$ cat src/verilog/tsense_pkg.sv
/*
 * Constants, register map and state types of the threshold, scratch and
 * conversion-timing register bank.
 * Assumes a single 250 MHz clock and a word-wide register port.
 */
package tsense_pkg;
    localparam int CLK_PERIOD_NS = 4;
    // Timebase tick of 0.5 ms; all cycle times count in ticks
    localparam int TICK_NS = 500000;
    localparam int TICK_CYCLES_DEF = TICK_NS / CLK_PERIOD_NS;
    localparam int PROG_TIME_NS = 8000000;
    localparam int PROG_CYCLES_DEF = PROG_TIME_NS / CLK_PERIOD_NS;
    localparam int LOAD_TIME_NS = 1500000;
    localparam int LOAD_CYCLES_DEF = LOAD_TIME_NS / CLK_PERIOD_NS;

    localparam logic [3:0] ADDR_CFG = 4'h1;
    localparam logic [3:0] ADDR_HI = 4'h2;
    localparam logic [3:0] ADDR_LO = 4'h3;
    localparam logic [3:0] ADDR_UNLOCK = 4'h4;
    localparam logic [3:0] ADDR_SCR_FIRST = 4'h5;
    localparam logic [3:0] ADDR_SCR_LAST = 4'h8;

    localparam int UNLOCK_BIT = 15;
    localparam int UNLOCK_BUSY_BIT = 14;
    localparam int CFG_BUSY_BIT = 12;
    localparam int CFG_MOD_HI_BIT = 11;
    localparam int CFG_MOD_LO = 10;
    localparam int CFG_CONV_LO = 7;
    localparam int CFG_AVG_LO = 5;
    localparam logic [15:0] CFG_WMASK = 16'h0ffc;
    localparam logic [15:0] CFG_FACTORY = 16'h0220;
    localparam logic [15:0] HI_FACTORY = 16'h6000;
    localparam logic [15:0] LO_FACTORY = 16'h8000;
    localparam logic [15:0] SCR_FACTORY = 16'h0000;
    localparam logic [1:0] MODE_SD = 2'h1;
    localparam logic [1:0] MODE_ALIAS = 2'h2;
    localparam logic [1:0] MODE_OS = 2'h3;
    localparam logic [1:0] MODE_CC = 2'h0;

    localparam int NV_WORDS = 7;
    localparam logic [2:0] NV_CFG = 3'h0;
    localparam logic [2:0] NV_HI = 3'h1;
    localparam logic [2:0] NV_LO = 3'h2;
    localparam logic [2:0] NV_SCR0 = 3'h3;

    // Active times and cycle periods in 0.5 ms ticks
    localparam logic [15:0] T_15M5 = 16'h001f;
    localparam logic [15:0] T_125M = 16'h00fa;
    localparam logic [15:0] T_250M = 16'h01f4;
    localparam logic [15:0] T_500M = 16'h03e8;
    localparam logic [15:0] T_1S = 16'h07d0;
    localparam logic [15:0] T_4S = 16'h1f40;
    localparam logic [15:0] T_8S = 16'h3e80;
    localparam logic [15:0] T_16S = 16'h7d00;
    localparam logic [6:0] AVG_N1 = 7'h01;
    localparam logic [6:0] AVG_N8 = 7'h08;
    localparam logic [6:0] AVG_N32 = 7'h20;
    localparam logic [6:0] AVG_N64 = 7'h40;

    typedef enum logic [1:0] {PH_IDLE, PH_ACTIVE, PH_STANDBY} phase_t;

    typedef struct packed {
        logic rd;
        logic wr;
        logic [3:0] addr;
        logic [15:0] wdata;
    } reg_req_t;

    typedef struct packed {
        phase_t phase;
        logic [23:0] tick;
        logic [15:0] elapsed;
        logic [6:0] nsamp;
        logic signed [21:0] acc;
        logic [15:0] result;
        logic result_valid;
        logic [15:0] cfg;
        logic [15:0] hi;
        logic [15:0] lo;
        logic unlock;
        logic [3:0][15:0] scr;
        logic [NV_WORDS-1:0][15:0] nv;
        logic [23:0] busy_cnt;
        logic loading;
        logic prog_pend;
        logic [2:0] prog_idx;
        logic [15:0] prog_data;
        logic [15:0] rdata;
    } state_t;
endpackage

$ cat src/verilog/tsense_regs.sv
/*
 * Threshold, scratch and nonvolatile-unlock registers with the conversion
 * cycle sequencer and block averager.
 * Assumes a register port already decoded from the serial link and an ADC
 * that delivers signed samples with a valid strobe.
 */
// Behaviour
// - Averaging field selects 1, 8, 32, 64 samples
// - Cycle field sets period, never below active
// - Active time per averaging, then standby
// - Sixteen-bit read/write upper threshold
// - Upper threshold reloaded from stored copy
// - Lower threshold reloaded, factory value 8000h
// - Locked writes touch working registers only
// - Unlocked writes also program stored copy when not busy
// - Unlock bit 14 mirrors busy flag
// - Busy while programming or reset load
// - Four scratch words, each with stored copy
// - Block average, not running average
// - Mode upper bit never stored
`timescale 1ns/1ns
module tsense_regs
    import tsense_pkg::*;
#(
    parameter int TICK_CYCLES = TICK_CYCLES_DEF,
    parameter int PROG_CYCLES = PROG_CYCLES_DEF,
    parameter int LOAD_CYCLES = LOAD_CYCLES_DEF
) (
    input wire logic CLK_I,
    input wire logic ARST_N_I,
    input wire logic GCALL_RST_I,
    input wire reg_req_t REG_REQ_I,
    output logic [15:0] REG_RDATA_O,
    input wire logic SAMPLE_VALID_I,
    input wire logic [15:0] SAMPLE_I,
    output logic ACTIVE_O,
    output logic [15:0] RESULT_O,
    output logic RESULT_VALID_O,
    output logic [15:0] UPPER_THRESHOLD_O,
    output logic [15:0] LOWER_THRESHOLD_O,
    output logic NV_BUSY_O
);
    logic rst_meta_q;
    logic rst_n_q;
    state_t s_q;
    state_t s_d;
    logic busy;
    logic [15:0] act_t;
    logic [15:0] period_t;
    logic [6:0] avg_n;
    logic last_tick;

    function automatic logic [6:0] avg_count(input logic [1:0] sel);
        case (sel)
            2'h0: avg_count = AVG_N1;
            2'h1: avg_count = AVG_N8;
            2'h2: avg_count = AVG_N32;
            default: avg_count = AVG_N64;
        endcase
    endfunction

    function automatic logic [15:0] active_time(input logic [1:0] sel);
        case (sel)
            2'h0: active_time = T_15M5;
            2'h1: active_time = T_125M;
            2'h2: active_time = T_500M;
            default: active_time = T_1S;
        endcase
    endfunction

    function automatic logic [15:0] cycle_time(input logic [2:0] sel, input logic [15:0] act);
        logic [15:0] t;
        case (sel)
            3'h1: t = T_125M;
            3'h2: t = T_250M;
            3'h3: t = T_500M;
            3'h4: t = T_1S;
            3'h5: t = T_4S;
            3'h6: t = T_8S;
            3'h7: t = T_16S;
            default: t = act;
        endcase
        cycle_time = (t < act) ? act : t;
    endfunction

    function automatic logic [2:0] nv_index(input logic [3:0] addr);
        if (addr == ADDR_CFG) begin
            nv_index = NV_CFG;
        end else if (addr == ADDR_HI) begin
            nv_index = NV_HI;
        end else if (addr == ADDR_LO) begin
            nv_index = NV_LO;
        end else begin
            nv_index = NV_SCR0 + 3'(addr - ADDR_SCR_FIRST);
        end
    endfunction

    function automatic logic is_backed(input logic [3:0] addr);
        is_backed = (addr >= ADDR_CFG && addr <= ADDR_LO)
            || (addr >= ADDR_SCR_FIRST && addr <= ADDR_SCR_LAST);
    endfunction

    always_ff @(posedge CLK_I or negedge ARST_N_I) begin
        if (!ARST_N_I) begin
            rst_meta_q <= 1'b0;
            rst_n_q <= 1'b0;
        end else begin
            rst_meta_q <= 1'b1;
            rst_n_q <= rst_meta_q;
        end
    end

    assign busy = s_q.loading || s_q.prog_pend;
    assign avg_n = avg_count(s_q.cfg[CFG_AVG_LO +: 2]);
    assign act_t = active_time(s_q.cfg[CFG_AVG_LO +: 2]);
    assign period_t = cycle_time(s_q.cfg[CFG_CONV_LO +: 3], act_t);
    assign last_tick = s_q.tick == 24'(TICK_CYCLES - 1);

    always_comb begin
        logic [15:0] wd;
        logic [15:0] rd;
        logic [1:0] mode;
        logic [5:0] shift;
        s_d = s_q;
        wd = REG_REQ_I.wdata;
        rd = 16'h0000;
        mode = s_q.cfg[CFG_MOD_LO +: 2];
        shift = 6'h0;
        s_d.result_valid = 1'b0;
        // busy countdown, then reload or program
        if (busy) begin
            if (s_q.busy_cnt != 24'h0) begin
                s_d.busy_cnt = s_q.busy_cnt - 24'h1;
            end else if (s_q.loading) begin
                s_d.loading = 1'b0;
                s_d.cfg = s_q.nv[NV_CFG];
                s_d.hi = s_q.nv[NV_HI];
                s_d.lo = s_q.nv[NV_LO];
                for (int i = 0; i < 4; i++) begin
                    s_d.scr[i] = s_q.nv[int'(NV_SCR0) + i];
                end
            end else begin
                s_d.prog_pend = 1'b0;
                s_d.nv[s_q.prog_idx] = s_q.prog_data;
            end
        end
        if (GCALL_RST_I) begin
            s_d.loading = 1'b1;
            s_d.prog_pend = 1'b0;
            s_d.unlock = 1'b0;
            s_d.busy_cnt = 24'(LOAD_CYCLES - 1);
        end else if (REG_REQ_I.wr) begin
            if (REG_REQ_I.addr == ADDR_CFG) begin
                s_d.cfg = wd & CFG_WMASK;
                if (wd[CFG_MOD_LO +: 2] == MODE_ALIAS) begin
                    s_d.cfg[CFG_MOD_LO +: 2] = MODE_CC;
                end
                s_d.phase = PH_IDLE;
            end else if (REG_REQ_I.addr == ADDR_HI) begin
                s_d.hi = wd;
            end else if (REG_REQ_I.addr == ADDR_LO) begin
                s_d.lo = wd;
            end else if (REG_REQ_I.addr == ADDR_UNLOCK) begin
                // only the unlock bit is writable
                s_d.unlock = wd[UNLOCK_BIT];
            end else if (is_backed(REG_REQ_I.addr)) begin
                s_d.scr[2'(REG_REQ_I.addr - ADDR_SCR_FIRST)] = wd;
            end
            // locked writes stop here; unlocked start programming unless busy
            if (s_q.unlock && is_backed(REG_REQ_I.addr) && !busy) begin
                s_d.prog_pend = 1'b1;
                s_d.prog_idx = nv_index(REG_REQ_I.addr);
                s_d.prog_data = (REG_REQ_I.addr == ADDR_CFG) ? s_d.cfg : wd;
                // mode upper bit kept out of the stored copy
                s_d.prog_data[CFG_MOD_HI_BIT] = (REG_REQ_I.addr == ADDR_CFG)
                    ? 1'b0 : wd[CFG_MOD_HI_BIT];
                s_d.busy_cnt = 24'(PROG_CYCLES - 1);
            end
        end
        if (REG_REQ_I.rd) begin
            if (REG_REQ_I.addr == ADDR_CFG) begin
                rd = s_q.cfg;
                rd[CFG_BUSY_BIT] = busy;
            end else if (REG_REQ_I.addr == ADDR_HI) begin
                rd = s_q.hi;
            end else if (REG_REQ_I.addr == ADDR_LO) begin
                rd = s_q.lo;
            end else if (REG_REQ_I.addr == ADDR_UNLOCK) begin
                rd[UNLOCK_BIT] = s_q.unlock;
                rd[UNLOCK_BUSY_BIT] = busy;
            end else if (is_backed(REG_REQ_I.addr)) begin
                rd = s_q.scr[2'(REG_REQ_I.addr - ADDR_SCR_FIRST)];
            end
            s_d.rdata = rd;
        end
        // Conversion sequencer
        s_d.tick = last_tick ? 24'h0 : s_q.tick + 24'h1;
        case (s_q.phase)
            PH_IDLE: begin
                s_d.tick = 24'h0;
                s_d.elapsed = 16'h0;
                s_d.nsamp = 7'h0;
                s_d.acc = '0;
                if (mode != MODE_SD && !s_q.loading && !(REG_REQ_I.wr
                        && REG_REQ_I.addr == ADDR_CFG)) begin
                    s_d.phase = PH_ACTIVE;
                end
            end
            PH_ACTIVE: begin
                // accumulate a fresh block each cycle
                if (SAMPLE_VALID_I && s_q.nsamp < avg_n) begin
                    s_d.acc = s_q.acc + 22'(signed'(SAMPLE_I));
                    s_d.nsamp = s_q.nsamp + 7'h1;
                end
                if (last_tick) begin
                    s_d.elapsed = s_q.elapsed + 16'h1;
                    // active window ends, publish the average
                    if (s_d.elapsed == act_t) begin
                        for (int k = 0; k < 7; k++) begin
                            if (avg_n[k]) begin
                                shift = 6'(k);
                            end
                        end
                        s_d.result = 16'(s_d.acc >>> shift);
                        s_d.result_valid = 1'b1;
                        s_d.phase = PH_STANDBY;
                        if (mode == MODE_OS) begin
                            s_d.cfg[CFG_MOD_LO +: 2] = MODE_SD;
                            s_d.phase = PH_IDLE;
                        end else if (s_d.elapsed >= period_t) begin
                            s_d.phase = PH_IDLE;
                        end
                    end
                end
            end
            PH_STANDBY: begin
                if (last_tick) begin
                    s_d.elapsed = s_q.elapsed + 16'h1;
                    if (s_d.elapsed >= period_t) begin
                        s_d.phase = PH_IDLE;
                    end
                end
            end
            default: s_d.phase = PH_IDLE;
        endcase
    end

    always_ff @(posedge CLK_I or negedge rst_n_q) begin
        if (!rst_n_q) begin
            s_q <= '0;
            s_q.phase <= PH_IDLE;
            s_q.cfg <= CFG_FACTORY;
            s_q.hi <= HI_FACTORY;
            s_q.lo <= LO_FACTORY;
            s_q.nv[NV_CFG] <= CFG_FACTORY;
            s_q.nv[NV_HI] <= HI_FACTORY;
            s_q.nv[NV_LO] <= LO_FACTORY;
            for (int i = 0; i < 4; i++) begin
                s_q.scr[i] <= SCR_FACTORY;
                s_q.nv[int'(NV_SCR0) + i] <= SCR_FACTORY;
            end
            s_q.loading <= 1'b1;
            s_q.busy_cnt <= 24'(LOAD_CYCLES - 1);
        end else begin
            s_q <= s_d;
        end
    end

    assign REG_RDATA_O = s_q.rdata;
    assign ACTIVE_O = s_q.phase == PH_ACTIVE;
    assign RESULT_O = s_q.result;
    assign RESULT_VALID_O = s_q.result_valid;
    assign UPPER_THRESHOLD_O = s_q.hi;
    assign LOWER_THRESHOLD_O = s_q.lo;
    assign NV_BUSY_O = busy;
endmodule

$ cat config.mk
export PLATFORM = sky130hd
export DESIGN_NAME = tsense_regs
export DESIGN_NICKNAME = d
export VERILOG_FILES = /design/src/verilog/tsense_pkg.sv /design/src/verilog/tsense_regs.sv
export SDC_FILE = /design/constraint.sdc
export NUM_CORES = 1
export LEC_CHECK = 0
export ABC_AREA = 0
export CAP_MARGIN = 15
export CORE_MARGIN = 2
export CORE_UTILIZATION = 25
export DETAILED_ROUTE_END_ITERATION = 12
export DONT_BUFFER_PORTS = 1
export HOLD_SLACK_MARGIN = 0.15
export PLACE_DENSITY = 0.5
export SYNTH_ARGS = -nofsm -noshare
export SYNTH_HDL_FRONTEND = slang
export SYNTH_SLANG_ARGS = --single-unit
$ cat constraint.sdc
create_clock -name CLK_I -period 13.7 [get_ports CLK_I]
set_input_delay 1.37 -clock CLK_I [delete_from_list [all_inputs] [get_ports CLK_I]]
set_output_delay 1.37 -clock CLK_I [all_outputs]
set_load 0.1 [all_outputs]
==> flow_metrics.py <==
metrics = {
    "sta": {
        "max_freq_ghz": 0.174,
        "drv_slew": 0,
        "fin_crit_ns": 5.73,
        "skew_ns": 0.0451,
        "post-route-period-util_pct": 41.8,
        "hold_ws_ns": 0.367,
        "slew_headroom_pct": 23.0,
        "hold_viol_final": 0,
        "setup_violations": 0,
        "rsz0062_at_grt": "no",
        "tightest_slew_ns": 1.16,
        "finalSetupTns_ns": 0,
    },
    "critical_path": {
        "max_stage_delay_ns": 0.59,
        "cp.buffers_inverters": 2,
        "crit_top_cell": "ha_1",
        "crit_chain": "ha_1 > inv_2 > nand2_1 > inv_1 > o21ai_0 > o21a_1 > ha_1 > nand3_1 > o21a_1 > mux2i_1 > ha_1 > a21oi_1 > nor2b_1 > a2111oi_0 > o211ai_1 > a21oi_1 > nand2b_1 > o2bb2ai_1 > a41o_1",
        "startpoint": "s_q[275]",
        "cp_max_fo": 21,
        "required_ns": 14.21,
        "cp-end-kind": "flip-flop",
        "cp-start-kind": "flip-flop",
        "crit_family": "compound AO/OA/AOI/OAI gates",
        "reg2reg_from": "s_q[275]",
        "worst-setup-path-type": "reg -> reg",
        "arrival_ns": 6.24,
        "cp_slowest_cell": "nand2_1",
    },
    "synth": {
        "yosys_warnings": 0,
        "synth-async-reset-ratio_pct": 100,
        "synthesis.nets": 2364,
        "synth_edf_count": 0,
        "synth.area.top_cells": "dfrtp_1 41%, nand2_1 7.5%, mux2_2 5.0%",
        "yosysSeqAreaShare_pct": 44.3,
        "synth_cells": 2252,
        "postSynthAreaPerCell_um2": 9.41,
        "ys.flop_type": "dfrtp_1",
        "synth_area_leader_cell": "dfrtp_1",
        "synth_top_area_share_pct": 41.4,
        "synth-seq-cells": 374,
        "syn_area_um2": 21200,
        "yosys.cell_types.count": 91,
    },
    "detailed_routing": {
        "drc_errors": 0,
        "drtIter0Drc": 1217,
        "detail-route-antenna-nets": 0,
        "routed_wl_mm": 64.5,
        "drtPass1Iterations": 6,
        "vias": 16300,
        "viasPerCell": 4.96,
        "wl_per_cell_um": 19.6,
    },
    "job": {
        "drv_cap": 0,
    },
    "power_and_ir_drop": {
        "max-vdd-ir-drop_mv": 0.0811,
        "p_sw_share_pct": 34.0,
        "power_mw": 3.22,
        "p_seq_share_pct": 45.1,
        "pwr-share-comb_pct": 16.2,
        "p_leak_nw": 10.2,
        "cellPowerDensity_nw_per_um2": 139,
        "p_sw_mw": 1.10,
        "clockPowerShare_pct": 38.7,
        "internal_power_mw": 2.13,
    },
    "cts": {
        "hold_buffers": 0,
        "ctsRootBufferMaster": "clkbuf_16",
        "post_cts_resized": 0,
        "htreeDepth": 2,
        "clockBufferDepth": 3,
        "cts_setup_buffers": 0,
        "numCtsBuffers": 45,
        "clkSlewWorstSetupHoldPaths_ns": 0.06,
        "cts_tree": "yes",
        "cts.sinks": 374,
        "clkLatencyLatePin_ns": 0.61,
    },
    "finish": {
        "antenna_cells": 0,
        "layoutNonFillerInstCount": 3285,
        "fillers": 8867,
        "drive_above_1_share_pct": 12.9,
        "area_delta_synth_final_pct": 9.79,
        "nets": 2226,
        "seqCellArea_um2": 9390,
        "multi_input_area_um2": 10600,
    },
    "die": {
        "start_util_pct": 25.3,
        "die-area_um2": 87100,
        "core_area_um2": 83800,
        "die_height_um": 295,
        "die_w_um": 295,
        "pin_count": 109,
        "fp-row-count": 106,
    },
    "placed_design": {
        "post-place-cells": 3200,
        "hpwl_mm": 43.6,
        "place_congestion": 0.868,
        "placement.io_buffers": 0,
    },
    "min_path": {
        "hp-class": "reg -> reg",
        "hp-start": "rst_meta_q",
    },
    "global_route": {
        "grt_pass1_wl_mm": 99.4,
        "antenna_found_initial": 2,
        "grt_pass1_vias": 16000,
        "groute.usage.overall_pct": 14.7,
        "grt_max_degree": 170,
        "grt_overflow": 0,
    },
    "outcome": {
        "status": "finished clean",
    },
}
## worst reg2reg max path, stage by stage, from the launching register on
cell	delay (ns)
dfstp_2	0.58
ha_1	0.50
inv_2	0.16
nand2_1	0.59
inv_1	0.47
o21ai_0	0.28
o21a_1	0.18
ha_1	0.23
nand3_1	0.07
o21a_1	0.53
mux2i_1	0.26
ha_1	0.26
a21oi_1	0.16
nor2b_1	0.07
a2111oi_0	0.43
o211ai_1	0.14
a21oi_1	0.28
nand2b_1	0.15
o2bb2ai_1	0.13
a41o_1	0.20
## Yosys cell counts, types with 13 or more instances
master and number:
buf_4 68, mux4_2 20, xor2_1 35, mux2i_1 34
dfrtp_1 351, nand3b_1 15, a22o_1 26, o21ai_0 71
xnor2_1 43, nor4_1 14, o211ai_1 13, nand2_1 426
nand3_1 50, clkbuf_1 97, buf_2 24, nand4_1 20
mux2_2 95, a311oi_1 16, a21o_1 22, ha_1 69
a31oi_1 110, nor2_1 225, inv_1 34, mux2_1 13
a21oi_1 101, nor3_1 20, dfstp_2 23, and3_1 15
## worst paths after layout
kind | to | slack (ns) | depth (start not counted)
min | rst_n_q | 0.37 | 0
max reg2reg | s_q[372] | 7.97 | 19
min reg2reg | rst_n_q | 0.37 | 0
max in group asynchronous | s_q[339] | 11.16 | 2
min in group asynchronous | UPPER_THRESHOLD_O[0] | 0.39 | 0
max | s_q[372] | 7.97 | 19
## placed cells by master, fill, tap and decap left out, types with 12 or more instances in the layout
master	instances
nand3_1	50
xor2_1	35
a21o_1	22
and3_1	15
nor2_1	223
xnor2_1	43
buf_4	24
o211ai_1	13
nor4_1	14
clkbuf_1	14
inv_1	34
a21oi_1	101
o21ai_0	71
clkbuf_8	12
dfrtp_1	350
mux4_2	20
mux2i_1	34
mux2_2	95
nand3b_1	15
nand2_1	425
clkbuf_16	45
a31oi_1	110
nor3_1	20
a311oi_1	16
dfstp_2	23
nand4_1	20
mux2_1	13
a22o_1	26
ha_1	68
## cell families after synthesis
logic type,Yosys count,share of synthesized area (%)
and+or+nand+nor,864,18.3
xor gates and xnor gates,78,3.22
AOI/OAI and AO/OA,446,13.8
other,1,0.0177
DFF,374,44.3
muxes,172,10.2
buffers and inverters,247,6.03
adders and majority gates,70,4.17
## metal layers
layer | vias up | track usage, % | routed length (um)
met3 | 105 | 3.89 | 4610
li1 | 7603 | - | -
met2 | 422 | 23.1 | 29200
met4 | 2 | 4.87 | 1920
met5 | - | 0 | 13
met1 | 8175 | 19.5 | 28700
## per-stage QoR
stage	worst slack, ns	cell area [um^2]	util, %
final	7.97	23300	27.8
after global routing	7.51	23300	27.8
after CTS	7.95	23300	27.8
after detailed placement	8.06	21700	25.9
after global placement	8.16	21700	25.9
after floorplan	2.54	21200	-
## area by class of cell
| class | instances | area share (%) |
|---|---|---|
| Multi-Input combinational cell | 1631 | 45.3 |
| Sequential cell | 374 | 40.4 |
| Tap cell | 1134 | 6.10 |
| Clock buffer | 71 | 5.77 |
| Timing Repair Buffer | 26 | 0.946 |
| Clock inverter | 13 | 0.919 |
| Inverter | 36 | 0.581 |
## power groups by stage
stage	sequential, mW	clock [mW]	combinational, mW
4_1_cts	1.46	1.28	0.521
3_3_place_gp	1.47	0	0.511
6_report	1.45	1.25	0.522
3_5_place_dp	1.47	0	0.519
2_1_floorplan	1.27	0	0.614
5_1_grt	1.47	1.33	0.584
No activity file was read; power rests on OpenSTA's default activity.
